==> config.mk <==
export PLATFORM = sky130hd
export DESIGN_NAME = lcd_horizontal_timing
export DESIGN_NICKNAME = d
export VERILOG_FILES = /design/src/rtl/lcd_timing_pkg.sv /design/src/rtl/edge_sync.sv /design/src/rtl/pixel_mapper.sv /design/src/rtl/lcd_horizontal_timing.sv
export SDC_FILE = /design/constraint.sdc
export NUM_CORES = 1
export LEC_CHECK = 0
export BUFFER_PORTS_ARGS = -buffer_cell sky130_fd_sc_hd__buf_2
export CAP_MARGIN = 20
export CORE_MARGIN = 8
export CORE_UTILIZATION = 45
export CTS_CLUSTER_DIAMETER = 100
export DETAILED_ROUTE_END_ITERATION = 10
export GPL_ROUTABILITY_DRIVEN = 0
export MAX_ROUTING_LAYER = met4
export PLACE_DENSITY_LB_ADDON = 0.3
export SLEW_MARGIN = 20
export SYNTH_ARGS = -nofsm -noshare
export SYNTH_HDL_FRONTEND = slang
export SYNTH_SLANG_ARGS = --single-unit
==> constraint.sdc <==
create_clock -name pclk -period 2.1 [get_ports pclk]
set_input_delay 0.63 -clock pclk [delete_from_list [all_inputs] [get_ports pclk]]
set_output_delay 0.63 -clock pclk [all_outputs]
set_load 0.05 [all_outputs]
==> src/rtl/lcd_timing_pkg.sv <==
package lcd_timing_pkg;

	// ----------------------------------------------------------------
	// Register offsets (byte addresses)
	// ----------------------------------------------------------------
	localparam logic [7:0] CONTROL_OFFSET = 8'h00;
	localparam logic [7:0] TIMING_OFFSET = 8'h04;
	localparam logic [7:0] STATUS_OFFSET = 8'h08;

	// ----------------------------------------------------------------
	// Control register fields
	// ----------------------------------------------------------------
	localparam int CTRL_ENABLE_BIT = 0;
	localparam int CTRL_ACTIVE_BIT = 1;
	localparam int CTRL_ALT_MAP_BIT = 2;
	localparam int CTRL_565_BIT = 3;
	localparam int CTRL_WIDE_BIT = 4;
	localparam logic [31:0] CONTROL_RESET = 32'h00000000;

	// ----------------------------------------------------------------
	// Horizontal timing register fields
	// ----------------------------------------------------------------
	localparam int BACK_PORCH_LSB = 24;
	localparam int FRONT_PORCH_LSB = 16;
	localparam int SYNC_WIDTH_LSB = 10;
	localparam int ROW_LSB = 0;
	localparam int ROW_USED_LSB = 4;
	localparam logic [3:0] ROW_LOW_ONES = 4'hF;
	localparam logic [31:0] TIMING_RESET = 32'h0000000F;

	// ----------------------------------------------------------------
	// Status register fields
	// ----------------------------------------------------------------
	localparam int STAT_PHASE_LSB = 0;
	localparam int STAT_LINE_CLOCK_BIT = 8;
	localparam int STAT_PIXEL_CLOCK_BIT = 9;
	localparam int STAT_COUNT_LSB = 16;

	// ----------------------------------------------------------------
	// Line phases
	// ----------------------------------------------------------------
	typedef enum logic [4:0] {
		PHASE_IDLE = 5'b00001,
		PHASE_ACTIVE = 5'b00010,
		PHASE_FRONT = 5'b00100,
		PHASE_SYNC = 5'b01000,
		PHASE_BACK = 5'b10000
	} phase_t;

endpackage

==> src/rtl/edge_sync.sv <==
`timescale 1ns/1ps
module edge_sync
	import lcd_timing_pkg::*;
(
	input wire logic pclk,
	input wire logic presetn,
	input wire logic async_in,
	output logic level,
	output logic rise
);

	typedef struct packed {
		logic stage1;
		logic stage2;
		logic stage3;
	} sync_state_t;

	sync_state_t s;
	sync_state_t next_s;

	// Stage1 feeds stage2 only; edges are found on the settled stages
	always_comb begin
		next_s = s;
		next_s.stage1 = async_in;
		next_s.stage2 = s.stage1;
		next_s.stage3 = s.stage2;
	end

	always_ff @(posedge pclk or negedge presetn) begin
		if (!presetn) begin
			s <= '0;
		end else begin
			s <= next_s;
		end
	end

	assign level = s.stage2;
	assign rise = s.stage2 & ~s.stage3;

endmodule

==> src/rtl/pixel_mapper.sv <==
`timescale 1ns/1ps
module pixel_mapper
	import lcd_timing_pkg::*;
(
	input wire logic [11:0] rgb,
	input wire logic alternate_pin_mapping,
	output logic [15:0] pins
);

	logic [3:0] red;
	logic [3:0] green;
	logic [3:0] blue;

	assign red = rgb[11:8];
	assign green = rgb[7:4];
	assign blue = rgb[3:0];

	always_comb begin
		if (alternate_pin_mapping) begin
			// Duplicated MSBs let a panel wired for 16 lines see full swing
			pins = {red, red[3], green, green[3], green[2], blue, blue[3]};
		end else begin
			pins = {4'h0, red, green, blue};
		end
	end

endmodule

==> src/rtl/lcd_horizontal_timing.sv <==
`timescale 1ns/1ps
// How it works
// - Alternate pin mapping only acts in active display mode, ignored when passive.
// - Alternate mapping: R on 15..12, R3 on 11, G 10..7, G3, G2, B 4..1, B3.
// - Normal mapping: twelve colour bits right-aligned on 11..0, upper four pins zero.
// - 5-6-5 layout only counts in passive mode with 12/16-bit pixels.
// - Without 5-6-5: red word 11..8, green 7..4, blue 3..0, top ignored.
// - With 5-6-5: red word 15..11, green 10..5, blue 4..0.
// - 5-6-5 sends twelve bits to dither, dropping bits 11, 6, 5 and 0.
// - Pixels-per-row is width minus one, multiple of 16; low four bits read ones.
// - Programmed count of active pixel clocks runs before the line clock may pulse.
// - 6-bit sync width loads the 10-bit down counter; pulse ends at zero, 1 to 64 clocks.
// - Front porch waits field plus one pixel clocks after the row.
// - Back porch waits field plus one pixel clocks after line clock negates.
// - Passive mode stops pixel clock in blanking; active mode keeps it toggling.
// - Timing register: back porch 31:24, front 23:16, sync 15:10, row 9:0.
// - Display-type bit zero selects passive mode, one selects active mode.
module lcd_horizontal_timing
	import lcd_timing_pkg::*;
(
	input wire logic pclk,
	input wire logic presetn,
	input wire logic psel,
	input wire logic penable,
	input wire logic pwrite,
	input wire logic [7:0] paddr,
	input wire logic [31:0] pwdata,
	output logic [31:0] prdata,
	output logic pready,
	output logic pslverr,
	input wire logic pixel_clock_source,
	input wire logic [15:0] pixel_word,
	input wire logic [11:0] dithered_pixel,
	output logic pixel_take,
	output logic [11:0] dither_word,
	output logic dither_valid,
	output logic pixel_clock,
	output logic line_clock,
	output logic [15:0] pixel_data
);

	// ----------------------------------------------------------------
	// State
	// ----------------------------------------------------------------
	typedef struct packed {
		logic ctrl_enable;
		logic active_display_select;
		logic alternate_pin_mapping;
		logic passive_five_six_five_layout;
		logic wide_pixels;
		logic [7:0] line_back_porch;
		logic [7:0] line_front_porch;
		logic [5:0] line_sync_width;
		logic [5:0] row_upper;
		phase_t phase;
		logic [9:0] count;
		logic pixel_clock;
		logic line_clock;
		logic pixel_take;
		logic dither_valid;
		logic [15:0] pixel_data;
		logic [11:0] dither_word;
		logic [31:0] prdata;
		logic pready;
		logic pslverr;
	} block_state_t;

	block_state_t s;
	block_state_t next_s;

	logic source_level;
	logic source_rise;
	logic [15:0] mapped_pins;
	logic [11:0] pin_colour;
	logic [9:0] pixels_per_row;
	logic [31:0] control_view;
	logic [31:0] timing_view;
	logic [31:0] status_view;
	logic map_select;
	logic setup_phase;
	logic access_phase;
	logic write_accept;
	logic control_write;
	logic timing_write;
	logic [31:0] read_view;
	logic read_refused;
	logic [9:0] load_value;
	logic [11:0] dither_source;

	// ----------------------------------------------------------------
	// Pixel clock source crossing
	// ----------------------------------------------------------------
	edge_sync source_sync (
		.pclk(pclk),
		.presetn(presetn),
		.async_in(pixel_clock_source),
		.level(source_level),
		.rise(source_rise)
	);

	// ----------------------------------------------------------------
	// Output pin mapping
	// ----------------------------------------------------------------
	// Passive data comes back from the dither stage; active data skips it
	assign pin_colour = s.active_display_select ? pixel_word[11:0] : dithered_pixel;
	assign map_select = s.alternate_pin_mapping & s.active_display_select;

	pixel_mapper pin_map (
		.rgb(pin_colour),
		.alternate_pin_mapping(map_select),
		.pins(mapped_pins)
	);

	// ----------------------------------------------------------------
	// Register views
	// ----------------------------------------------------------------
	// Low four bits are not stored; narrower widths than 16 are unsupported
	assign pixels_per_row = {s.row_upper, ROW_LOW_ONES};

	always_comb begin
		control_view = '0;
		control_view[CTRL_ENABLE_BIT] = s.ctrl_enable;
		control_view[CTRL_ACTIVE_BIT] = s.active_display_select;
		control_view[CTRL_ALT_MAP_BIT] = s.alternate_pin_mapping;
		control_view[CTRL_565_BIT] = s.passive_five_six_five_layout;
		control_view[CTRL_WIDE_BIT] = s.wide_pixels;
	end

	always_comb begin
		timing_view = '0;
		timing_view[BACK_PORCH_LSB +: 8] = s.line_back_porch;
		timing_view[FRONT_PORCH_LSB +: 8] = s.line_front_porch;
		timing_view[SYNC_WIDTH_LSB +: 6] = s.line_sync_width;
		timing_view[ROW_LSB +: 10] = pixels_per_row;
	end

	always_comb begin
		status_view = '0;
		status_view[STAT_PHASE_LSB +: 5] = s.phase;
		status_view[STAT_LINE_CLOCK_BIT] = s.line_clock;
		status_view[STAT_PIXEL_CLOCK_BIT] = s.pixel_clock;
		status_view[STAT_COUNT_LSB +: 10] = s.count;
	end

	// ----------------------------------------------------------------
	// Register write strobes
	// ----------------------------------------------------------------
	assign setup_phase = psel & ~penable;
	assign access_phase = psel & penable & s.pready;
	// Refusal was latched in setup, so a refused write never lands
	assign write_accept = access_phase & pwrite & ~s.pslverr;
	assign control_write = write_accept & (paddr == CONTROL_OFFSET);
	assign timing_write = write_accept & (paddr == TIMING_OFFSET);

	// ----------------------------------------------------------------
	// Read mux
	// ----------------------------------------------------------------
	// Refused accesses answer with zero so no stale word leaks out
	always_comb begin
		read_view = '0;
		read_refused = 1'b0;
		case (paddr)
			CONTROL_OFFSET: begin
				read_view = control_view;
			end
			TIMING_OFFSET: begin
				read_view = timing_view;
			end
			STATUS_OFFSET: begin
				// Status is read-only; a write is refused and changes nothing
				read_refused = pwrite;
				if (!pwrite) begin
					read_view = status_view;
				end
			end
			default: begin
				read_refused = 1'b1;
			end
		endcase
	end

	// ----------------------------------------------------------------
	// Phase lengths and pixel split
	// ----------------------------------------------------------------
	// Counter reload value for the phase that is about to start
	always_comb begin
		case (s.phase)
			PHASE_ACTIVE: begin
				load_value = {2'b00, s.line_front_porch};
			end
			PHASE_FRONT: begin
				load_value = {4'h0, s.line_sync_width};
			end
			PHASE_SYNC: begin
				load_value = {2'b00, s.line_back_porch};
			end
			PHASE_BACK: begin
				load_value = pixels_per_row;
			end
			default: begin
				load_value = pixels_per_row;
			end
		endcase
	end

	// 5-6-5 only in passive mode at 12/16-bit pixels
	always_comb begin
		if (s.passive_five_six_five_layout && s.wide_pixels) begin
			// Drop the red, green and blue LSBs to fit the dither
			dither_source = {pixel_word[15:12], pixel_word[10:7],
				pixel_word[4:1]};
		end else begin
			dither_source = pixel_word[11:0];
		end
	end

	// ----------------------------------------------------------------
	// Next state
	// ----------------------------------------------------------------
	always_comb begin
		next_s = s;
		next_s.pixel_take = 1'b0;
		next_s.dither_valid = 1'b0;

		// APB: answer is prepared in the setup cycle so pready is a flop
		next_s.pready = setup_phase;
		// Error flag stands only for the access cycle
		next_s.pslverr = 1'b0;
		if (setup_phase) begin
			next_s.prdata = read_view;
			next_s.pslverr = read_refused;
		end

		// Timing fields take effect at the next counter load; control fields act at once, even mid-phase
		if (control_write) begin
			next_s.ctrl_enable = pwdata[CTRL_ENABLE_BIT];
			next_s.active_display_select = pwdata[CTRL_ACTIVE_BIT];
			next_s.alternate_pin_mapping = pwdata[CTRL_ALT_MAP_BIT];
			next_s.passive_five_six_five_layout = pwdata[CTRL_565_BIT];
			next_s.wide_pixels = pwdata[CTRL_WIDE_BIT];
		end
		if (timing_write) begin
			next_s.line_back_porch = pwdata[BACK_PORCH_LSB +: 8];
			next_s.line_front_porch = pwdata[FRONT_PORCH_LSB +: 8];
			next_s.line_sync_width = pwdata[SYNC_WIDTH_LSB +: 6];
			next_s.row_upper = pwdata[ROW_USED_LSB +: 6];
		end

		// Line sequencer: counters load value and run down through zero,
		// so each phase lasts field plus one pixel clocks
		if (!s.ctrl_enable) begin
			next_s.phase = PHASE_IDLE;
			next_s.count = '0;
			next_s.line_clock = 1'b0;
		end else begin
			case (s.phase)
				PHASE_IDLE: begin
					next_s.phase = PHASE_ACTIVE;
					next_s.count = pixels_per_row;
				end
				PHASE_ACTIVE: begin
					if (source_rise) begin
						next_s.pixel_take = 1'b1;
						next_s.pixel_data = mapped_pins;
						if (!s.active_display_select) begin
							next_s.dither_valid = 1'b1;
							next_s.dither_word = dither_source;
						end
						if (s.count == '0) begin
							next_s.phase = PHASE_FRONT;
							next_s.count = load_value;
						end else begin
							next_s.count = s.count - 10'd1;
						end
					end
				end
				PHASE_FRONT: begin
					if (source_rise) begin
						if (s.count == '0) begin
							next_s.phase = PHASE_SYNC;
							next_s.count = load_value;
							next_s.line_clock = 1'b1;
						end else begin
							next_s.count = s.count - 10'd1;
						end
					end
				end
				PHASE_SYNC: begin
					if (source_rise) begin
						if (s.count == '0) begin
							next_s.phase = PHASE_BACK;
							next_s.line_clock = 1'b0;
							next_s.count = load_value;
						end else begin
							next_s.count = s.count - 10'd1;
						end
					end
				end
				PHASE_BACK: begin
					if (source_rise) begin
						if (s.count == '0) begin
							next_s.phase = PHASE_ACTIVE;
							next_s.count = pixels_per_row;
						end else begin
							next_s.count = s.count - 10'd1;
						end
					end
				end
				default: begin
					next_s.phase = PHASE_IDLE;
					next_s.line_clock = 1'b0;
				end
			endcase
		end

		// Passive panels see no pixel clock edges in blanking; gating on the
		// new phase may clip the last high half, which the panel ignores
		if (s.ctrl_enable && (s.active_display_select || next_s.phase == PHASE_ACTIVE)) begin
			next_s.pixel_clock = source_level;
		end else begin
			next_s.pixel_clock = 1'b0;
		end
	end

	always_ff @(posedge pclk or negedge presetn) begin
		if (!presetn) begin
			s <= '0;
			s.phase <= PHASE_IDLE;
			s.ctrl_enable <= CONTROL_RESET[CTRL_ENABLE_BIT];
			s.row_upper <= TIMING_RESET[ROW_USED_LSB +: 6];
		end else begin
			s <= next_s;
		end
	end

	// ----------------------------------------------------------------
	// Outputs
	// ----------------------------------------------------------------
	assign prdata = s.prdata;
	assign pready = s.pready;
	assign pslverr = s.pslverr;
	assign pixel_take = s.pixel_take;
	assign dither_word = s.dither_word;
	assign dither_valid = s.dither_valid;
	assign pixel_clock = s.pixel_clock;
	assign line_clock = s.line_clock;
	assign pixel_data = s.pixel_data;

endmodule

### Word level (Yosys, flattened, before mapping)

Index checks and enable logic that the tools add are counted.

| storage, ports and cells | value |
|---|---|
| register bits after elaboration | 117 |
| word-level logic and storage cells | 97 |
| input port bits | 74 |
| output and inout bits | 66 |

| cells by class | value |
|---|---|
| muxes and demuxes | 33 |
| add/subtract/negate cells | 1 |
| bitwise logic cells | 13 |
| equal/unequal tests | 16 |
| reduce and logical (&&, ||, !) cells | 11 |

Operators with widths:

| cell | count |
|---|---|
| $pmux 32 s3 | 1 |
| $mux 30 | 3 |
| $mux 15 | 5 |
| $pmux 10 s5 | 1 |
| $mux 12 | 3 |
| $mux 26 | 1 |
| $pmux 5 s5 | 1 |
| $mux 10 | 2 |
| $mux 5 | 4 |
| $ne 3x3->1 const B | 6 |
| $mux 16 | 1 |
| $pmux 8 s2 | 1 |
| $eq 5x2->1 const B | 2 |
| $logic_not 10->1 | 1 |
| $reduce_and 5->1 | 2 |
| $sub 10x1->10 const B | 1 |
| $and 1x1->1 | 9 |
| $eq 8x3->1 const B | 1 |
| $eq 8x4->1 const B | 1 |
| $logic_not 8->1 | 1 |
| $mux 1 | 8 |
| $ne 6x1->1 const B | 1 |
| $eq 5x1->1 const B | 1 |
| $eq 5x3->1 const B | 1 |
| other kinds (12) | 16 |

### Depth between registers and ports, before layout

Gate-level depths: netlist of the first run.

| depth | value |
|---|---|
| depth after elaboration | 10 |
| depth in mapped cells | 8 |
| gate-level depth less buffers | 7 |

### By module

From an unflattened synthesis of the first run, not the netlist that was laid out.

| unflattened totals | value |
|---|---|
| cell total of the unflattened synthesis | 605 |
| area, all modules | 6432.4 um^2 |

By module, submodules not included:

| module | area an instance (um^2) | cells each | times used |
|---|---|---|---|
| lcd_horizontal_timing | 6128.4 | 583 | 1 |
| pixel_mapper | 215.2 | 18 | 1 |
| edge_sync | 88.8 | 4 | 1 |

### Worst setup path before layout of the first run

Ideal clock, no wire load.

| timing path | value |
|---|---|
| path type | input-to-reg |
| start | input paddr[1] |
| end | register s (netlist bit pixels_per_row[7]) |
| arrival time | 2347 ps |
| required time | 1975 ps |
| path buffers | 1 |
| slack | -372 ps |
| stages | 6 |
| cells stage by stage | or4_4 nor4_4 nand2_1 nor2_4 buf_6 mux2_2 |

| on the way | value |
|---|---|
| word-level cells in the longest chain between the ends | 2 |

RTL lines:

| item | line | RTL |
|---|---|---|
| from (decl) | lcd_horizontal_timing.sv:26 | `input wire logic [7:0] paddr,` |
| $eq 8x3->1 | lcd_horizontal_timing.sv:153 | `assign timing_write = write_accept & (paddr == TIMING_OFFSET);` |
| $and 1x1->1 | lcd_horizontal_timing.sv:153 |  |
| to (signal assigned) | lcd_horizontal_timing.sv:332 | `s <= next_s;` |
| to (decl) | lcd_horizontal_timing.sv:68 | `block_state_t s;` |

Every way passes these cells.
A chain may end at the register's enable or synchronous reset.

==> results of run 1 <==
cells in the final DEF, fill, tap and decap left out, drive strengths merged, types with 3 or more instances in the layout:
| master | instances |
|---|---|
| nor3 | 9 |
| nor4 | 6 |
| nand4 | 3 |
| mux2 | 34 |
| nand3 | 14 |
| a221oi | 5 |
| o21a | 5 |
| xnor2 | 3 |
| a211o | 3 |
| a211oi | 5 |
| nor2 | 22 |
| nor2b | 8 |
| inv | 12 |
| dfrtp | 116 |
| o31ai | 6 |
| nand2 | 83 |
| a22oi | 15 |
| buf | 205 |
| clkinvlp | 4 |
| clkinv | 3 |
| clkbuf | 21 |
| o21ai | 69 |
| a21oi | 30 |
| or3 | 3 |
| nor4b | 3 |
| mux2i | 29 |
| or4 | 4 |
| a21o | 4 |
| and3 | 6 |
| or2 | 3 |
| and2 | 6 |
through the flow:
stage	setup TNS (ns)	power, mW	hold WS [ns]
2_1_floorplan	-10.27	2.38	0.331
3_3_place_gp	-13.78	2.53	0.339
3_5_place_dp	-15.47	2.54	0.344
4_1_cts	-0.197	5.42	0.268
5_1_grt	-1.31	5.54	0.286
6_report	-0.477	5.37	0.255
power breakdown:
group	switching, mW	internal [mW]	total, mW
Clock	1.03	1.84	2.87
Combinational	0.141	0.0946	0.235
Sequential	0.00644	2.26	2.27
state kept, by name, summed over array words and instances, names as in the netlist:
| name | flops |
|---|---|
| s | 37 |
| prdata | 32 |
| pixel_data | 16 |
| dither_word | 12 |
| pixels_per_row | 6 |
| control_view | 5 |
| dither_valid | 1 |
| line_clock | 1 |
| pixel_clock | 1 |
| pixel_take | 1 |
| pready | 1 |
| pslverr | 1 |
| source_sync.level | 1 |
| source_sync.next_s | 1 |
| source_sync.s | 1 |
worst max-delay path: cells and delay by family (launching register included):
kind          cells  cell delay (ns)
simple gates      3             0.79
buf+inv           5             0.60
flops             1             0.40
mux               1             0.18
fa+ha+maj         1             0.14
worst max-delay path by stage:
stage	start	endpoint	slack, ns	cells past startpoint
final	s[67]	s[78]	-0.12	10
after global routing	s[67]	s[71]	-0.20	9
after CTS	s[67]	s[71]	-0.07	8
after detailed placement	paddr[1]	s[98]	-0.30	7
after global placement	paddr[1]	s[92]	-0.26	7
after floorplan	paddr[1]	pixels_per_row[7]	-0.35	6
kinds of logic after synthesis:
kind of cell,Yosys count
mux,63
buf+inv,108
compound gates,157
xor+xnor,4
flops,117
fa+ha+maj,1
simple gates,177
layer usage:
layer	vias to the layer above	routed length, µm	global-route usage
li1	2419	-	-
met1	2579	7730	0.256
met2	247	8300	0.304
met3	45	1200	0.0595
met4	0	448	0.0686
met5	-	0	-
layout make-up:
type,instances,area [µm²]
diodes,2,5.00
clock buffers,21,470
clock inverters,11,123
fillers,1190,5920
inverters,10,37.5
multi-input cells,402,2720
flip-flops and latches,117,2930
well taps,180,225
repair buffers,205,1240
timing repair:
action | in CTS | in global routing
pin swaps | 3 | 11
hold buffers | 0 | 0
setup buffers | 0 | 5
resized for setup | 9 | 18
setup endpoints to repair | 10 | 18
==> results.yml, run 1 <==
floorplan:
  ios: 140
  dieArea_um2: 17800
  core-area_um2: 13700
  num_rows: 43
  start_util: 0.454
  die_y_um: 133
  die_w_um: 133
sta:
  max_slew_margin: 0.500
  setup_violations: 8
  worst_slew_pin_slew_ns: 0.750
  finalCritPeriodShare: 1.06
  drv_slew: 0
  hold_viol: 0
  setup_slack_ns: -0.117
  fin_crit_ns: 2.22
  fmax_mhz: 451
  rsz0062_at_grt: "yes"
  skew_ns: 0.0102
place:
  dpl-instance-area_um2: 7000
  dp_hpwl_mm: 13.1
  dp_slack_ns: -0.298
  dp_cells: 909
  numPortBuffers: 139
worst_setup_path:
  path_cells: "inv_2, ha_4, or4b_4, buf_6, nor4_4, buf_6, buf_4, buf_4, mux2i_1, nor3_1"
  cp-start-kind: "register"
  rrSetupSlack_ns: -0.12
  arrival_ns: 2.50
  cp_slowest_cell: "or4b_4"
  cp.required_ns: 2.39
  crit_type: "register to register"
  worstPathMaxFanout: 7
  end_kind: "register"
  critPathMaxStageDelay_ns: 0.49
  r2r_end: "s[78]"
  reg2reg_depth: 10
  r2r_start: "s[67]"
layout:
  post-route-util: 0.567
  drive_above_1_share: 0.399
  final_area_um2: 7750
  finalNonFillerCells: 948
  nets: 828
  area_growth_pct: 24.8
global_route:
  antenna_found_initial: 1
  grt_pass1_vias: 5318
  globalRouteOverflowTotal: 0
  grt_usage: 0.202
  grt_first_pass_wirelength_mm: 27.8
  grt_max_degree: 46
power_and_ir_drop:
  vdd_drop_max_mv: 0.542
  leakage_nw: 3.68
  powerDensity_nw_per_um2: 693
logic_synthesis:
  synth_top_area_frac: 0.467
  syn-cell-area_um2: 6210
  yosys.area.top_type: "dfrtp_1"
  synth_ff_type: "dfrtp_1"
  ys_types: 61
  synth_top_family_by_area: "compound AO/OA/AOI/OAI gates"
  syn_nets: 702
  synth-xor-area-share: 0.00564
  synth-simple-area-share: 0.145
  ys_ff_latch: 117
  synthMuxAreaShare: 0.108
  synth_compound_area_frac: 0.161
  synth_edf_count: 0
  ys_top_cells_by_area: "dfrtp_1 47%, buf_4 7.3%, mux2_2 6.2%, o21ai_0 5.3%, nand2_1 5.0%"
  synth-seq-area-share: 0.472
  yosys_warnings: 0
  synth_most_common_cell: "dfrtp_1"
  synth-async-reset-ratio: 1.00
  netlist_instances: 627
  synthTopCellsByCount: "116 x dfrtp_1, 83 x nand2_1, 66 x o21ai_0"
  avgSynthCellArea_um2: 9.90
  synthAdderAreaFrac: 0.00201
outcome:
  violations: "setup timing"
  outcome: "complete, but fails checks"
routing:
  vias: 5290
  drt-vias-per-instance: 5.58
  wl_per_cell_um: 18.7
  drc: 0
  drt_iter0_markers: 377
  routed_wirelength_mm: 17.7
  ant_nets: 0
  firstDrtPassIters: 5
clock_network:
  cts_buffer_depth: 2
  cts_max_level: 4
  numCtsBuffers: 17
  clockRootBuffer: "clkbuf_16"
  clkSlewWorstSetupHoldPaths_ns: 0.06
  cts_tree: "yes"
  clkSinkCount: 117
  clk_latency_ns: 0.42
job:
  maxCapViolations: 0
worst_hold_path:
  hp-class: "input port to async pin"
(Power assumes the default switching activity.)
==> run 2, diff against run 1 <==
- BUFFER_PORTS_ARGS: -buffer_cell sky130_fd_sc_hd__buf_2 -> default
- DONT_BUFFER_PORTS: default -> 1
==> results.yml, run 2 (same netlist as run 1, synthesis figures left out) <==
outcome:
  outcome: "complete, but fails checks"
  violations: "hold timing, setup timing"
clock_network:
  cts_buffer_depth: 2
  numCtsBuffers: 17
  cts_tree: "yes"
  clockRootBuffer: "clkbuf_16"
  clk_latency_ns: 0.42
  clkSinkCount: 117
  clkSlewWorstSetupHoldPaths_ns: 0.06
  cts_max_level: 4
floorplan:
  ios: 140
  die_y_um: 133
  die_w_um: 133
  dieArea_um2: 17800
  num_rows: 43
  start_util: 0.454
  core-area_um2: 13700
routing:
  firstDrtPassIters: 5
  wl_per_cell_um: 21.8
  drt-vias-per-instance: 5.78
  routed_wirelength_mm: 17.6
  vias: 4685
  drc: 0
  drt_iter0_markers: 516
  ant_nets: 0
worst_setup_path:
  worstPathMaxFanout: 5
  end_kind: "register"
  crit_type: "register to register"
  rrSetupSlack_ns: -0.08
  r2r_end: "s[75]"
  reg2reg_depth: 6
  cp.required_ns: 2.41
  crit_path_start: "s[66]"
  arrival_ns: 2.50
  cp-start-kind: "register"
  r2r_start: "s[66]"
  crit_path_end: "s[75]"
layout:
  final_common_cell: "dfrtp_1"
  nets: 689
  area_growth_pct: 14.9
  drive_above_1_share: 0.279
  largest_register_ffs: 37
  post-route-util: 0.522
  regMostFlops: "s"
  final_cell_mix: "114 x dfrtp_1, 83 x nand2_1, 58 x buf_4, 47 x o21ai_0, 34 x mux2_2"
global_route:
  grt_max_degree: 118
  grt_usage: 0.203
  grt_first_pass_wirelength_mm: 27.3
  antenna_found_initial: 3
  grt_pass1_vias: 4802
  globalRouteOverflowTotal: 0
sta:
  setup_violations: 11
  finalCritPeriodShare: 1.04
  max_slew_margin: 0.500
  fin_crit_ns: 2.18
  skew_ns: 0.00859
  drv_slew: 0
  hold_viol: 116
  worst_slew_pin_slew_ns: 0.751
  fmax_mhz: 458
  rsz0062_at_grt: "yes"
  holdWs_ns: -0.0803
  tns_ns: -0.431
  setup_slack_ns: -0.0844
power_and_ir_drop:
  powerDensity_nw_per_um2: 752
  vdd_drop_max_mv: 0.475
  leakage_nw: 3.13
place:
  dp_slack_ns: -0.197
  numPortBuffers: 0
  dp_hpwl_mm: 12.8
job:
  maxCapViolations: 0
worst_hold_path:
  hp-class: "input port to async pin"
-- run 2: cell count changes in the layout (fill, tap and decap cells not counted), sizes merged --
| cell | delta |
|---|---|
| clkinv | +2 |
| inv | +1 |
| bufinv | +1 |
| clkinvlp | -1 |
| diode | +1 |
| clkbuf | -3 |
| buf | -139 |
-- run 2: layer usage --
layer,vias up,global-route usage,routed length (µm)
li1,2143,-,-
met1,2259,0.240,7060
met2,247,0.308,8440
met3,36,0.0802,1780
met4,0,0.0699,355
met5,-,-,0
-- run 2: cell type report --
| cell class | count | area [µm²] |
|---|---|---|
| diodes | 3 | 7.51 |
| clock buffers | 18 | 439 |
| clock inverters | 14 | 175 |
| fillers | 1240 | 6530 |
| inverters | 10 | 37.5 |
| multi-input cells | 402 | 2770 |
| flip-flops and latches | 117 | 2930 |
| well taps | 180 | 225 |
| repair buffers | 66 | 552 |
-- run 2: metrics by stage --
step                      instances  instance area [µm²]  power, mW
after floorplan                 627                 6240       2.38
after global placement          769                 6300       2.40
after detailed placement        769                 6300       2.40
after CTS                       802                 6990       5.40
after global routing            810                 7140       5.52
final                           810                 7140       5.36
-- run 2: power by group --
part | switching, mW | internal [mW] | total [mW]
Combinational | 0.0583 | 0.0461 | 0.104
Sequential | 0.00635 | 2.26 | 2.27
Clock | 1.08 | 1.91 | 2.99
-- run 2: worst max-delay path, stage by stage (launching register included) --
cell      delay, ns
dfrtp_1        0.37
buf_4          0.15
or4_1          0.62
nor3_1         0.24
mux2i_1        0.24
a21oi_1        0.15
a221oi_4       0.30
-- run 2: worst min-delay path by stage --
| stage | start | to | slack (ns) | cells past startpoint |
|---|---|---|---|---|
| after floorplan | presetn | control_view[0] | 0.33 | 0 |
| after global placement | presetn | source_sync.next_s[1] | 0.34 | 0 |
| after detailed placement | source_sync.next_s[1] | source_sync.level | 0.33 | 0 |
| after CTS | presetn | dither_word[8] | -0.10 | 0 |
| after global routing | presetn | source_sync.next_s[1] | -0.11 | 0 |
| final | presetn | source_sync.next_s[1] | -0.08 | 0 |
-- run 2: repair_timing --
item                                    4_1_cts  5_1_grt
hold endpoints to repair                    116      116
gates resized for setup                      13       22
pin swaps                                     3        8
cloned                                        0        0
endpoints found under the setup margin       12       20
setup buffers                                 1        5
==> run 3, diff against run 2 <==
- CAP_MARGIN: 20 -> 10
- SETUP_SLACK_MARGIN: default -> 0.1
==> results.yml, run 3 (same netlist as run 1, synthesis figures left out) <==
power_and_ir_drop:
  powerDensity_nw_per_um2: 760
  vdd_drop_max_mv: 0.510
  finalPower_mw: 5.32
  leakage_nw: 3.06
layout:
  final_area_um2: 7000
  drive_above_1_share: 0.255
  nets: 674
  final_common_cell: "dfrtp_1"
  regMostFlops: "s"
  final_cell_mix: "115 x dfrtp_1, 83 x nand2_1, 48 x o21ai_0, 42 x buf_4, 34 x mux2_2"
  largest_register_ffs: 37
  finalNonFillerCells: 795
  area_growth_pct: 12.7
sta:
  finalCritPeriodShare: 1.04
  max_slew_margin: 0.482
  skew_ns: 0.0101
  setup_violations: 6
  drv_slew: 0
  fin_crit_ns: 2.19
  worst_slew_pin_slew_ns: 0.776
  fmax_mhz: 456
  setup_slack_ns: -0.0925
  hold_viol: 116
  holdWs_ns: -0.0862
  rsz0062_at_grt: "yes"
worst_setup_path:
  arrival_ns: 2.47
  worstPathMaxFanout: 3
  path_cells: "inv_1, ha_2, or4b_4, buf_4, nor3_2, a21oi_1, a211oi_2, o31ai_2"
  crit_family: "simple AND/OR/NAND/NOR gates"
  cp_slowest_cell: "or4b_4"
  r2r_start: "s[67]"
  end_kind: "register"
  cp.required_ns: 2.38
  critPathMaxStageDelay_ns: 0.50
  crit_type: "register to register"
  cp-start-kind: "register"
  path_buf_inv: 2
  crit_path_start: "s[67]"
clock_network:
  clkSlewWorstSetupHoldPaths_ns: 0.06
  clockRootBuffer: "clkbuf_16"
  clk_latency_ns: 0.42
  numCtsBuffers: 17
  cts_tree: "yes"
  clkSinkCount: 117
  cts_max_level: 4
  cts_buffer_depth: 2
global_route:
  grt_pass1_vias: 4645
  grt_max_degree: 118
  globalRouteOverflowTotal: 0
  grt_usage: 0.192
  antenna_found_initial: 2
  grt_first_pass_wirelength_mm: 26.3
routing:
  wl_per_cell_um: 20.9
  firstDrtPassIters: 7
  drc: 0
  routed_wirelength_mm: 16.6
  drt-vias-per-instance: 5.72
  vias: 4550
  ant_nets: 0
  drt_iter0_markers: 313
place:
  numPortBuffers: 0
  dpl-instance-area_um2: 6230
  dp_cells: 755
  dp_hpwl_mm: 12.1
  dp_slack_ns: -0.169
floorplan:
  dieArea_um2: 17800
  start_util: 0.454
  ios: 140
  die_w_um: 133
  core-area_um2: 13700
  num_rows: 43
  die_y_um: 133
outcome:
  outcome: "complete, but fails checks"
  violations: "hold timing, setup timing"
job:
  maxCapViolations: 0
worst_hold_path:
  hp-class: "input port to async pin"
run 3: changes by cell type in the layout (fill, tap and decap cells not counted), sizes merged:
cell      delta
inv          -3
buf         -15
clkinvlp     -3
clkbuf       +6
run 3: per-layer routing:
metal,GRT usage,part of all wire,vias up
met3,0.0674,0.085,35
met2,0.289,0.48,191
met1,0.232,0.41,2205
li1,-,-,2119
met5,-,0,-
met4,0.0761,0.026,0
run 3: worst reg2reg max path, cell delays in order (launching register included):
cell,delay (ns)
dfrtp_1,0.38
inv_1,0.07
ha_2,0.18
or4b_4,0.50
buf_4,0.16
nor3_2,0.25
a21oi_1,0.15
a211oi_2,0.28
o31ai_2,0.09
run 3: stage by stage:
step	utilization	hold slack, ns	setup TNS [ns]
6_report	0.512	-0.0862	-0.348
5_1_grt	0.512	-0.101	-1.39
4_1_cts	0.507	-0.107	-0.117
3_5_place_dp	0.456	0.340	-7.43
3_3_place_gp	0.456	0.339	-6.34
2_1_floorplan	-	0.331	-10.25
run 3: report_power, final:
| part | total [mW] | switching, mW | internal (mW) |
|---|---|---|---|
| clock network | 2.95 | 0.996 | 1.96 |
| logic | 0.0968 | 0.0553 | 0.0416 |
| registers | 2.27 | 0.00673 | 2.26 |
| total | 5.32 | 1.06 | 4.26 |
run 3: area by class of cell:
class                      count  area [µm²]
clock inverter                 8         123
multi-input combinational    402        2750
antenna                        3        7.51
sequential                   117        2930
inverter                      10        37.5
timing repair buffer          51         443
clock buffer                  24         482
fill                        1228        6670
tap                          180         225
run 3: path summary, 6_finish.rpt:
kind | end | slack, ns | cells after the start
hold reg to reg | source_sync.level | 0.36 | 0
setup reg to reg | s[71] | -0.09 | 8
setup / recovery | s[71] | -0.09 | 8
min in group pclk | source_sync.next_s[1] | 0.24 | 0
max in group asynchronous | s[76] | 1.95 | 0
hold / removal | s[104] | -0.09 | 0
run 3: what timing repair did:
action                                  4_1_cts  5_1_grt
buffers inserted                              3        2
endpoints found under the hold margin       116      116
endpoints found under the setup margin       15       16
pin swaps                                     8        6
gates resized for setup                      17       11
